<file path="config.mk">
export PLATFORM = sky130hd
export DESIGN_NAME = bst_tap
export DESIGN_NICKNAME = d
export VERILOG_FILES = /design/src/hdl/bst_pkg.sv /design/src/hdl/bst_tap.sv
export SDC_FILE = /design/constraint.sdc
export NUM_CORES = 1
export LEC_CHECK = 0
export BUFFER_PORTS_ARGS = -buffer_cell sky130_fd_sc_hd__buf_2
export CAP_MARGIN = 20
export CORE_UTILIZATION = 58
export CTS_BUF_LIST = sky130_fd_sc_hd__clkbuf_8
export DETAILED_ROUTE_END_ITERATION = 8
export PLACE_DENSITY = 0.78
export SYNTH_ARGS = -nofsm -noshare
export SYNTH_HDL_FRONTEND = slang
export SYNTH_SLANG_ARGS = --single-unit
</file>
<file path="constraint.sdc">
create_clock -name i_clk -period 2.1 [get_ports i_clk]
set_input_delay 0.105 -clock i_clk [delete_from_list [all_inputs] [get_ports i_clk]]
set_output_delay 0.105 -clock i_clk [all_outputs]
set_load 0.1 [all_outputs]
</file>
<file path="src/hdl/bst_pkg.sv">
// Purpose: Constants and types for the boundary-scan access port.
// Assumes: One system clock samples the test pins.
// Notes: Instruction codes follow the three-bit decode.
package bst_pkg;
   localparam int IR_W = 3;
   localparam logic [2:0] IR_CAPTURE = 3'h1;
   localparam logic [2:0] IR_RESET = 3'h7;
   localparam logic [2:0] INS_EXTEST = 3'h0;
   localparam logic [2:0] INS_SAMPLE = 3'h1;
   localparam logic [2:0] INS_UNUSED = 3'h2;
   localparam logic [2:0] INS_PROBE = 3'h3;
   localparam logic [2:0] INS_USER = 3'h4;
   localparam logic [2:0] INS_HIGHZ = 3'h5;
   localparam logic [2:0] INS_CLAMP = 3'h6;
   localparam logic [2:0] INS_BYPASS = 3'h7;
   localparam logic [1:0] SYNC_RST = 2'h3;
   localparam logic [1:0] BUF_DEPTH = 2'h2;

   typedef enum logic [3:0] {
      ST_RESET, ST_IDLE, ST_SEL_DR, ST_CAP_DR, ST_SH_DR, ST_EX1_DR, ST_PAU_DR,
      ST_EX2_DR, ST_UPD_DR, ST_SEL_IR, ST_CAP_IR, ST_SH_IR, ST_EX1_IR,
      ST_PAU_IR, ST_EX2_IR, ST_UPD_IR
   } bst_state_t;

   typedef enum logic [1:0] {
      SEL_BYPASS, SEL_BOUNDARY, SEL_PROBE, SEL_USER
   } bst_sel_t;
endpackage

</file>
<file path="src/hdl/bst_tap.sv">
// Purpose: Test access port controller with three-bit instruction register.
// Assumes: Test clock is sampled by i_clk; data registers other than bypass live outside.
// Notes: Scan-out bits pass a two-entry buffer toward the output pin.
`timescale 1ns/1ps
module bst_tap (
   // Clock and reset.
   input wire logic i_clk,
   input wire logic i_rst_n,
   // Configuration fuse.
   input wire logic i_fuse_en,
   // Test pins.
   input wire logic i_tck,
   input wire logic i_tms,
   input wire logic i_tdi,
   output logic o_tdo,
   output logic o_tdo_oe_n,
   // Serial data from the outside data registers.
   input wire logic i_dr_tdo,
   // Control toward data registers.
   output logic o_dr_capture,
   output logic o_dr_shift,
   output logic o_dr_update,
   output logic o_dr_tdi,
   output logic [1:0] o_dr_sel,
   output logic o_highz,
   output logic o_clamp,
   output logic o_extest,
   output logic [2:0] o_instr,
   output logic o_test_reset,
   // User I/O release.
   output logic o_pins_user
);
   logic [2:0] tck_sync_ff, nxt_tck_sync;
   logic [1:0] tms_sync_ff, nxt_tms_sync;
   logic [1:0] tdi_sync_ff, nxt_tdi_sync;
   logic [1:0] fuse_sync_ff, nxt_fuse_sync;
   logic rise, fall, tms_s, tdi_s, fuse_s;
   bst_pkg::bst_state_t state_ff, nxt_state;
   logic [2:0] ir_sh_ff, nxt_ir_sh;
   logic [2:0] ir_ff, nxt_ir;
   logic byp_ff, nxt_byp;
   logic [1:0] buf_cnt_ff, nxt_buf_cnt;
   logic [1:0] buf_ff, nxt_buf;
   logic tdo_ff, nxt_tdo;
   logic oe_n_ff, nxt_oe_n;
   logic fall_ff, nxt_fall;
   logic cap_ff, nxt_cap, shf_ff, nxt_shf, upd_ff, nxt_upd, dtdi_ff, nxt_dtdi;
   logic [1:0] sel_ff, nxt_sel;
   logic hz_ff, nxt_hz, cl_ff, nxt_cl, ex_ff, nxt_ex, trst_ff, nxt_trst, user_ff, nxt_user;
   bst_pkg::bst_sel_t sel;
   logic serial_bit, push, pop, in_ready, out_valid, shifting;

   // Only the last two synchroniser stages feed the edge detector.
   always_comb begin
      nxt_tck_sync = {tck_sync_ff[1:0], i_tck};
      nxt_tms_sync = {tms_sync_ff[0], i_tms};
      nxt_tdi_sync = {tdi_sync_ff[0], i_tdi};
      nxt_fuse_sync = {fuse_sync_ff[0], i_fuse_en};
      rise = tck_sync_ff[1] & ~tck_sync_ff[2];
      fall = ~tck_sync_ff[1] & tck_sync_ff[2];
      tms_s = tms_sync_ff[1];
      tdi_s = tdi_sync_ff[1];
      fuse_s = fuse_sync_ff[1];
   end

   always_ff @(posedge i_clk or negedge i_rst_n) begin
      if (!i_rst_n) begin
         tck_sync_ff <= 3'h0;
         tms_sync_ff <= bst_pkg::SYNC_RST;
         tdi_sync_ff <= bst_pkg::SYNC_RST;
         fuse_sync_ff <= 2'h0;
      end else begin
         tck_sync_ff <= nxt_tck_sync;
         tms_sync_ff <= nxt_tms_sync;
         tdi_sync_ff <= nxt_tdi_sync;
         fuse_sync_ff <= nxt_fuse_sync;
      end
   end

   // Controller graph; a dead fuse pins it in reset so user I/O sees nothing.
   always_comb begin
      nxt_state = state_ff;
      if (!fuse_s) begin
         nxt_state = bst_pkg::ST_RESET;
      end else if (rise) begin
         case (state_ff)
            bst_pkg::ST_RESET: nxt_state = tms_s ? bst_pkg::ST_RESET : bst_pkg::ST_IDLE;
            bst_pkg::ST_IDLE: nxt_state = tms_s ? bst_pkg::ST_SEL_DR : bst_pkg::ST_IDLE;
            bst_pkg::ST_SEL_DR: nxt_state = tms_s ? bst_pkg::ST_SEL_IR : bst_pkg::ST_CAP_DR;
            bst_pkg::ST_CAP_DR: nxt_state = tms_s ? bst_pkg::ST_EX1_DR : bst_pkg::ST_SH_DR;
            bst_pkg::ST_SH_DR: nxt_state = tms_s ? bst_pkg::ST_EX1_DR : bst_pkg::ST_SH_DR;
            bst_pkg::ST_EX1_DR: nxt_state = tms_s ? bst_pkg::ST_UPD_DR : bst_pkg::ST_PAU_DR;
            bst_pkg::ST_PAU_DR: nxt_state = tms_s ? bst_pkg::ST_EX2_DR : bst_pkg::ST_PAU_DR;
            bst_pkg::ST_EX2_DR: nxt_state = tms_s ? bst_pkg::ST_UPD_DR : bst_pkg::ST_SH_DR;
            bst_pkg::ST_UPD_DR: nxt_state = tms_s ? bst_pkg::ST_SEL_DR : bst_pkg::ST_IDLE;
            bst_pkg::ST_SEL_IR: nxt_state = tms_s ? bst_pkg::ST_RESET : bst_pkg::ST_CAP_IR;
            bst_pkg::ST_CAP_IR: nxt_state = tms_s ? bst_pkg::ST_EX1_IR : bst_pkg::ST_SH_IR;
            bst_pkg::ST_SH_IR: nxt_state = tms_s ? bst_pkg::ST_EX1_IR : bst_pkg::ST_SH_IR;
            bst_pkg::ST_EX1_IR: nxt_state = tms_s ? bst_pkg::ST_UPD_IR : bst_pkg::ST_PAU_IR;
            bst_pkg::ST_PAU_IR: nxt_state = tms_s ? bst_pkg::ST_EX2_IR : bst_pkg::ST_PAU_IR;
            bst_pkg::ST_EX2_IR: nxt_state = tms_s ? bst_pkg::ST_UPD_IR : bst_pkg::ST_SH_IR;
            bst_pkg::ST_UPD_IR: nxt_state = tms_s ? bst_pkg::ST_SEL_DR : bst_pkg::ST_IDLE;
            default: nxt_state = bst_pkg::ST_RESET;
         endcase
      end
   end

   // Instruction decode toward the data register selection.
   always_comb begin
      case (ir_ff)
         bst_pkg::INS_EXTEST: sel = bst_pkg::SEL_BOUNDARY;
         bst_pkg::INS_SAMPLE: sel = bst_pkg::SEL_BOUNDARY;
         bst_pkg::INS_PROBE: sel = bst_pkg::SEL_PROBE;
         bst_pkg::INS_USER: sel = bst_pkg::SEL_USER;
         bst_pkg::INS_HIGHZ: sel = bst_pkg::SEL_BYPASS;
         bst_pkg::INS_CLAMP: sel = bst_pkg::SEL_BYPASS;
         bst_pkg::INS_UNUSED: sel = bst_pkg::SEL_BYPASS;
         default: sel = bst_pkg::SEL_BYPASS;
      endcase
   end

   // Instruction and bypass registers.
   always_comb begin
      nxt_ir_sh = ir_sh_ff;
      nxt_ir = ir_ff;
      nxt_byp = byp_ff;
      if (state_ff == bst_pkg::ST_RESET) begin
         nxt_ir = bst_pkg::IR_RESET;
      end
      if (rise) begin
         if (state_ff == bst_pkg::ST_CAP_IR) begin
            nxt_ir_sh = bst_pkg::IR_CAPTURE;
         end else if (state_ff == bst_pkg::ST_SH_IR) begin
            nxt_ir_sh = {tdi_s, ir_sh_ff[2:1]};
         end
         if (sel == bst_pkg::SEL_BYPASS) begin
            if (state_ff == bst_pkg::ST_CAP_DR) begin
               nxt_byp = 1'b0;
            end else if (state_ff == bst_pkg::ST_SH_DR) begin
               nxt_byp = tdi_s;
            end
         end
      end
      if (fall && state_ff == bst_pkg::ST_UPD_IR) begin
         nxt_ir = ir_sh_ff;
      end
   end

   always_ff @(posedge i_clk or negedge i_rst_n) begin
      if (!i_rst_n) begin
         state_ff <= bst_pkg::ST_RESET;
         ir_sh_ff <= bst_pkg::IR_CAPTURE;
         ir_ff <= bst_pkg::IR_RESET;
         byp_ff <= 1'b0;
      end else begin
         state_ff <= nxt_state;
         ir_sh_ff <= nxt_ir_sh;
         ir_ff <= nxt_ir;
         byp_ff <= nxt_byp;
      end
   end

   // Bits leave on the test clock fall and reach the pin one clock later through the buffer.
   // The pin never stalls, so the second entry is never filled, even with a fall in every clock.
   always_comb begin
      if (state_ff == bst_pkg::ST_SH_IR) begin
         serial_bit = ir_sh_ff[0];
      end else if (sel == bst_pkg::SEL_BYPASS) begin
         serial_bit = byp_ff;
      end else begin
         serial_bit = i_dr_tdo;
      end
      shifting = state_ff == bst_pkg::ST_SH_IR || state_ff == bst_pkg::ST_SH_DR;
      in_ready = buf_cnt_ff != bst_pkg::BUF_DEPTH;
      out_valid = buf_cnt_ff != 2'h0;
      push = fall && in_ready && shifting;
      pop = out_valid;
      nxt_buf = buf_ff;
      nxt_buf_cnt = buf_cnt_ff;
      if (pop && push) begin
         nxt_buf = {serial_bit, buf_ff[1]};
         nxt_buf[0] = (buf_cnt_ff == 2'h1) ? serial_bit : buf_ff[1];
      end else if (pop) begin
         nxt_buf = {1'b0, buf_ff[1]};
         nxt_buf_cnt = buf_cnt_ff - 2'h1;
      end else if (push) begin
         nxt_buf[buf_cnt_ff[0]] = serial_bit;
         nxt_buf_cnt = buf_cnt_ff + 2'h1;
      end
      // A bit still queued when the fuse drops must not reappear once it is back.
      if (!fuse_s) begin
         nxt_buf_cnt = 2'h0;
      end
      nxt_tdo = pop ? buf_ff[0] : tdo_ff;
   end

   always_ff @(posedge i_clk or negedge i_rst_n) begin
      if (!i_rst_n) begin
         buf_ff <= 2'h0;
         buf_cnt_ff <= 2'h0;
         tdo_ff <= 1'b0;
      end else begin
         buf_ff <= nxt_buf;
         buf_cnt_ff <= nxt_buf_cnt;
         tdo_ff <= nxt_tdo;
      end
   end

   // Drive enable follows the fall by one clock, so it reaches the pin with the first bit.
   always_comb begin
      nxt_fall = fall;
      nxt_oe_n = oe_n_ff;
      if (fall_ff) begin
         nxt_oe_n = !shifting;
      end
      if (!fuse_s) begin
         nxt_oe_n = 1'b1;
      end
   end

   always_ff @(posedge i_clk or negedge i_rst_n) begin
      if (!i_rst_n) begin
         fall_ff <= 1'b0;
         oe_n_ff <= 1'b1;
      end else begin
         fall_ff <= nxt_fall;
         oe_n_ff <= nxt_oe_n;
      end
   end

   // Data register strobes are one-cycle pulses on the matching test clock edge.
   always_comb begin
      nxt_cap = rise && state_ff == bst_pkg::ST_CAP_DR;
      nxt_shf = rise && state_ff == bst_pkg::ST_SH_DR;
      nxt_upd = fall && state_ff == bst_pkg::ST_UPD_DR;
      nxt_dtdi = tdi_s;
      nxt_sel = sel;
      nxt_hz = ir_ff == bst_pkg::INS_HIGHZ;
      nxt_cl = ir_ff == bst_pkg::INS_CLAMP;
      nxt_ex = ir_ff == bst_pkg::INS_EXTEST;
      nxt_trst = state_ff == bst_pkg::ST_RESET;
      nxt_user = !fuse_s;
   end

   always_ff @(posedge i_clk or negedge i_rst_n) begin
      if (!i_rst_n) begin
         cap_ff <= 1'b0;
         shf_ff <= 1'b0;
         upd_ff <= 1'b0;
         dtdi_ff <= 1'b1;
         sel_ff <= 2'h0;
         hz_ff <= 1'b0;
         cl_ff <= 1'b0;
         ex_ff <= 1'b0;
         trst_ff <= 1'b1;
         user_ff <= 1'b1;
      end else begin
         cap_ff <= nxt_cap;
         shf_ff <= nxt_shf;
         upd_ff <= nxt_upd;
         dtdi_ff <= nxt_dtdi;
         sel_ff <= nxt_sel;
         hz_ff <= nxt_hz;
         cl_ff <= nxt_cl;
         ex_ff <= nxt_ex;
         trst_ff <= nxt_trst;
         user_ff <= nxt_user;
      end
   end

   always_comb begin
      o_tdo = tdo_ff;
      o_tdo_oe_n = oe_n_ff;
      o_dr_capture = cap_ff;
      o_dr_shift = shf_ff;
      o_dr_update = upd_ff;
      o_dr_tdi = dtdi_ff;
      o_dr_sel = sel_ff;
      o_highz = hz_ff;
      o_clamp = cl_ff;
      o_extest = ex_ff;
      o_instr = ir_ff;
      o_test_reset = trst_ff;
      o_pins_user = user_ff;
   end
endmodule

</file>
==> results.py, run 1 <==
metrics = {
    "synthesis": {
        "synthCells": 148,
        "synth_compound_area_share_pct": 14.33,
        "muxShareOfSynthArea_pct": 3.412,
        "yosys.area.top_type_share_pct": 39.42,
        "synth-xor-area-share_pct": 0.5307,
        "syn-mean-instance-area_um2": 11.15,
        "ys_ff_latch": 38,
        "async_flop_share_pct": 100.0,
        "synth_area_leaders": "dfrtp_1 39%, dfstp_2 19%, nand2_1 3.0%",
        "synthFlopType": "dfrtp_1",
        "synth_fa_ha_area_share_pct": 0,
        "yosys.cell_count.top_type": "dfrtp_1",
        "synth-simple-area-share_pct": 19.11,
        "synth_edf_count": 0,
        "yosysWarnings": 0,
        "synth_common_cells": "26 x dfrtp_1, 13 x nand2_1, 12 x dfstp_2",
        "synth_top_cell_by_area": "dfrtp_1",
        "synth_cell_types": 46,
        "synth_top_family_by_area": "simple AND/OR/NAND/NOR gates",
        "seq_area_frac_synth_pct": 58.53,
        "syn_area_um2": 1650,
        "synth_fp_nets": 155,
    },
    "sta": {
        "hold_violations": 0,
        "slew_viol_final": 0,
        "rsz0062_at_grt": "no",
        "slew_headroom_pct": 46.48,
        "max_freq_mhz": 557.1,
        "setup-tns-final_ns": 0,
        "period_share_pct": 85.47,
        "finClkSkew_ns": 0.003576,
        "min_period_ns": 1.795,
        "worst_hold_slack_ns": 0.3587,
        "max_slew.worst_pin.slew_ns": 0.8029,
        "setup_violations": 0,
    },
    "clock_network": {
        "cts_tree": "yes",
        "numCtsBuffers": 5,
        "clkLatencyLatePin_ns": 0.29,
        "h-tree-depth": 2,
        "clk_pin_slew_worst_paths_ns": 0.07,
        "cts_root_buf": "clkbuf_8",
        "post_cts_buffers": 0,
        "clock-sinks": 38,
        "cts_max_path_buffers": 2,
    },
    "setup_path": {
        "critPathLaunchType": "register",
        "crit_arrival_ns": 2.03,
        "reg2reg_slack_ns": 0.31,
        "crit_fanout": 21,
        "critPathKind": "reg -> reg",
        "required_ns": 2.33,
        "end_kind": "register",
    },
    "detailed_routing": {
        "drt_pass1_iterations": 4,
        "wl_per_cell_um": 15.13,
        "ant_nets": 0,
        "drt-total-wl_um": 3116,
        "vias": 1233,
        "drt-initial-drc-count": 23,
        "viasPerCell": 5.985,
        "drc_errors": 0,
    },
    "finish": {
        "drive_above_1_share_pct": 27.27,
        "syn2layout_area_growth_pct": 15.24,
        "finalNetCount": 182,
        "num_antenna_cells": 0,
        "fin_cells": 206,
        "fill_cells": 191,
    },
    "worst_hold_path": {
        "hold_path_class": "reg -> reg",
    },
    "place": {
        "gp_congestion": 0.8123,
        "dp.cells": 193,
        "dp_hpwl_um": 2088,
        "portBuffers": 22,
    },
    "power": {
        "report.power.total_uw": 1358,
        "max-vdd-ir-drop_mv": 0.6645,
        "p_leak_uw": 0.0008559,
        "power_density_nw_per_um2": 714.2,
    },
    "outcome": {
        "status": "finished, final reports clean",
    },
    "global_routing": {
        "antenna_found_initial": 0,
        "grt_start_max_net_pins": 39,
        "grt_util_all_layers_pct": 22.59,
        "grt_pass1_vias": 1190,
        "grt_pass1_wl_um": 5216,
        "overflow": 0,
    },
    "floorplan": {
        "die_h_um": 55.34,
        "coreArea_um2": 2590,
        "ios": 23,
        "fp.dieArea_um2": 3063,
        "initial_core_util_pct": 63.72,
        "die_w_um": 55.34,
        "rows": 18,
    },
    "job": {
        "drv_cap": 0,
    },
}
where the power goes:
part	switching, uW	internal (uW)
Sequential	16.1	752
Clock	251	260
Combinational	56.8	23.1
Total	324	1030
cell type report:
cell class | instances | area (um^2) | share of cell area, %
Clock buffer | 6 | 82.58 | 4.342
Tap cell | 30 | 37.54 | 1.974
Inverter | 6 | 22.52 | 1.184
Timing Repair Buffer | 28 | 167.7 | 8.816
Clock inverter | 2 | 8.758 | 0.4605
Sequential cell | 38 | 965.9 | 50.79
Multi-Input combinational cell | 96 | 616.8 | 32.43
routing by layer:
layer	up-vias	wire length [um]	share of wire [%]	global-route usage [%]
met5	-	0	0	0
met4	0	74	2.4	13.21
met3	7	142	4.6	6.557
met2	45	1617	52	39.59
met1	599	1282	41	23.94
li1	582	-	-	-
what timing repair did:
action,CTS,global route
gates resized for setup,0,0
hold endpoints to repair,30,0
endpoints found under the setup margin,0,0
hold buffers,5,0
path summary, 6_finish.rpt:
path                                               start                  endpoint  cells after the start
min in group asynchronous                        i_rst_n     o_dr_sel[0]$_DFF_PN0_                      2
max in group asynchronous                        i_rst_n        o_extest$_DFF_PN0_                      2
worst max-delay path             state_ff[0]$_DFFE_PN0P_     buf_ff[0]$_DFFE_PN0P_                      4
worst max register to register   state_ff[0]$_DFFE_PN0P_     buf_ff[0]$_DFFE_PN0P_                      4
worst min-delay path            tms_sync_ff[0]$_DFF_PN1_  tms_sync_ff[1]$_DFF_PN1_                      0
worst min register to register  tms_sync_ff[0]$_DFF_PN1_  tms_sync_ff[1]$_DFF_PN1_                      0
critical path: stages, from the launching register on:
cell and delay [ns]:
dfrtp_1 0.75, and4b_1 0.33, o21ai_2 0.08, a2111oi_0 0.40, nand3b_1 0.16
metrics by stage:
stage	setup slack (ns)	util (%)	cell area, um^2
floorplan	0.1920	-	1650
global placement	0.4661	67.97	1760
detailed placement	0.3285	67.97	1760
CTS	0.3085	73.43	1902
global route	0.1114	73.43	1902
finish	0.3051	73.43	1902
kinds of logic (layout without fill, tap and decap cells):
group	after synthesis	count (layout)
simple gates	56	56
flops	38	38
compound gates	34	34
buf+inv	14	42
mux	5	5
xor+xnor	1	1
cell usage in the layout (no fill, tap or decap), types with 2 or more instances in the layout:
master,count
nor2_1,10
buf_2,22
a31oi_1,2
nand2b_1,7
nor2b_1,3
nor3b_1,2
dlygate4sd3_1,5
inv_1,7
nor3_1,6
nor4_1,3
mux2i_1,3
o21ai_0,5
a21oi_1,8
and3_1,3
dfrtp_1,26
nand2_1,13
clkbuf_8,6
dfstp_2,12
and2_1,2
a211oi_1,2
o22ai_1,2
state kept, by name, indices dropped and copies added, names as in the netlist, 2 cells and up:
signal and count:
tck_sync_ff 3, fuse_sync_ff 2, ir_sh_ff 3, o_dr_sel 2, state_ff 4, tms_sync_ff 2
tdi_sync_ff 2, o_instr 3, buf_ff 2, buf_cnt_ff 2
No activity file was read; power rests on OpenSTA's default activity.
==> run 2, diff against run 1 <==
--- a/config.mk
+++ b/config.mk
@@ -7,10 +7,10 @@
 export LEC_CHECK = 0
 export BUFFER_PORTS_ARGS = -buffer_cell sky130_fd_sc_hd__buf_2
 export CAP_MARGIN = 20
-export CORE_UTILIZATION = 58
+export CORE_UTILIZATION = 30
 export CTS_BUF_LIST = sky130_fd_sc_hd__clkbuf_8
 export DETAILED_ROUTE_END_ITERATION = 8
-export PLACE_DENSITY = 0.78
+export PLACE_DENSITY = 0.45
 export SYNTH_ARGS = -nofsm -noshare
 export SYNTH_HDL_FRONTEND = slang
 export SYNTH_SLANG_ARGS = --single-unit
==> results.py, run 2 (synthesis results as in run 1) <==
metrics = {
    "clock_network": {
        "cts_root_buf": "clkbuf_8",
        "cts_tree": "yes",
        "cts_resized": 0,
        "clock-sinks": 38,
        "clkLatencyLatePin_ns": 0.29,
        "numCtsBuffers": 5,
        "cts_max_path_buffers": 2,
        "clk_pin_slew_worst_paths_ns": 0.07,
        "h-tree-depth": 2,
    },
    "finish": {
        "stdcell_area_um2": 1977,
        "layout_commonest_cell": "dfrtp_1",
        "largest_reg_flops": 4,
        "num_antenna_cells": 0,
        "finalNetCount": 182,
        "fin_cells": 246,
        "fill_cells": 535,
        "drive_above_1_share_pct": 27.27,
        "syn2layout_area_growth_pct": 19.79,
        "largest-register": "state_ff",
        "layout_common_cells": "26 x dfrtp_1, 22 x buf_2, 13 x nand2_1",
    },
    "detailed_routing": {
        "drt_pass1_iterations": 6,
        "ant_nets": 0,
        "viasPerCell": 4.821,
        "drt-initial-drc-count": 55,
        "wl_per_cell_um": 13.11,
        "vias": 1186,
        "drt-total-wl_um": 3225,
        "drc_errors": 0,
    },
    "sta": {
        "period_share_pct": 82.67,
        "setup_violations": 0,
        "slew_headroom_pct": 46.05,
        "rsz0062_at_grt": "no",
        "hold_violations": 0,
        "finClkSkew_ns": 0.007144,
        "max_freq_mhz": 576.0,
        "min_period_ns": 1.736,
        "slew_viol_final": 0,
        "max_slew.worst_pin.slew_ns": 0.8092,
        "setup-tns-final_ns": 0,
    },
    "global_routing": {
        "grt_start_max_net_pins": 39,
        "grtUsageMet3_pct": 3.952,
        "busiest_layer": "met2",
        "grt_pass1_vias": 1231,
        "grtUsageMet1_pct": 16.96,
        "gr-usage-met2_pct": 19.45,
        "grt_util_all_layers_pct": 12.86,
        "grt_pass1_wl_um": 5837,
        "antenna_found_initial": 0,
        "overflow": 0,
    },
    "floorplan": {
        "initial_core_util_pct": 31.71,
        "fp.dieArea_um2": 5802,
        "rows": 26,
        "ios": 23,
        "die_w_um": 76.17,
        "coreArea_um2": 5205,
        "die_h_um": 76.17,
    },
    "place": {
        "post_dp_cell_area_um2": 1810,
        "portBuffers": 22,
        "dp.cells": 233,
        "dp_hpwl_um": 2217,
        "gp_congestion": 0.7503,
    },
    "setup_path": {
        "critPathKind": "reg -> reg",
        "critPathLaunchType": "register",
        "required_ns": 2.33,
        "end_kind": "register",
        "critPathSlowestCell": "dfrtp_1",
        "cp_slowest_stage_delay_ns": 0.76,
        "cp_cell_sequence": "and4b_1 > o21ai_2 > a2111oi_0 > nand3b_1",
        "crit_arrival_ns": 1.96,
        "crit_fanout": 21,
    },
    "power": {
        "power_density_nw_per_um2": 749.2,
        "p_leak_uw": 0.0008661,
        "max-vdd-ir-drop_mv": 0.4036,
    },
    "outcome": {
        "status": "finished, final reports clean",
    },
    "worst_hold_path": {
        "hold_path_class": "reg -> reg",
    },
    "job": {
        "drv_cap": 0,
    },
}
[run 2: cell types whose count changed in the layout (fill, tap and decap cells not counted)]
| cell | change |
|---|---|
| bufinv_16 | +1 |
| clkinv_2 | -1 |
[run 2: path summary, 6_finish.rpt]
kind / startpoint / end / slack, ns / depth (start not counted)
min in group asynchronous: i_rst_n / o_extest$_DFF_PN0_ / 0.44 / 2
worst min-delay path: tck_sync_ff[0]$_DFF_PN0_ / tck_sync_ff[1]$_DFF_PN0_ / 0.36 / 0
worst max register to register: state_ff[0]$_DFFE_PN0P_ / buf_ff[0]$_DFFE_PN0P_ / 0.36 / 4
worst max-delay path: state_ff[0]$_DFFE_PN0P_ / buf_ff[0]$_DFFE_PN0P_ / 0.36 / 4
max in group asynchronous: i_rst_n / state_ff[1]$_DFFE_PN0P_ / 1.15 / 2
worst min register to register: tck_sync_ff[0]$_DFF_PN0_ / tck_sync_ff[1]$_DFF_PN0_ / 0.36 / 0
[run 2: layout make-up]
cell class | count | area [um^2] | share of cell area [%]
clock buffer | 6 | 82.58 | 4.177
clock inverter | 2 | 33.78 | 1.709
inverter | 6 | 22.52 | 1.139
multi-input combinational | 96 | 616.8 | 31.20
sequential | 38 | 965.9 | 48.86
tap | 70 | 87.58 | 4.430
timing repair buffer | 28 | 167.7 | 8.481
[run 2: report_power, final]
part	switching [uW]	leakage, uW	internal, uW	total, uW
logic	56.0	0.000332	23.1	79.1
registers	15.8	0.000471	752	767
clock network	252	0.0000626	382	635
[run 2: metrics by stage]
step	setup WS (ns)	power [uW]	hold WS, ns	util [%]
after floorplan	0.1920	823.8	-0.1906	-
after global placement	0.4504	853.0	0.2095	34.78
after detailed placement	0.3831	855.1	0.2126	34.78
after CTS	0.3603	1498	0.3588	37.98
after global routing	0.1842	1552	0.3663	37.98
final	0.3639	1481	0.3556	37.98
[run 2: timing repair]
action	in CTS	in global routing
setup buffers	0	0
hold endpoints to repair	30	0
hold buffers	5	0
[run 2: per-layer routing]
metal  wire length, um  vias up
met2              1515       26
met5                 0        -
met3               155        6
met1              1500      570
met4                54        0
li1                  -      584
[run 2: critical path, delay by kind of cell, from the launching register on]
kind / cells / cell delay (ns)
and+or+nand+nor: 2 / 0.48
AOI/OAI and AO/OA: 2 / 0.44
DFF: 1 / 0.76
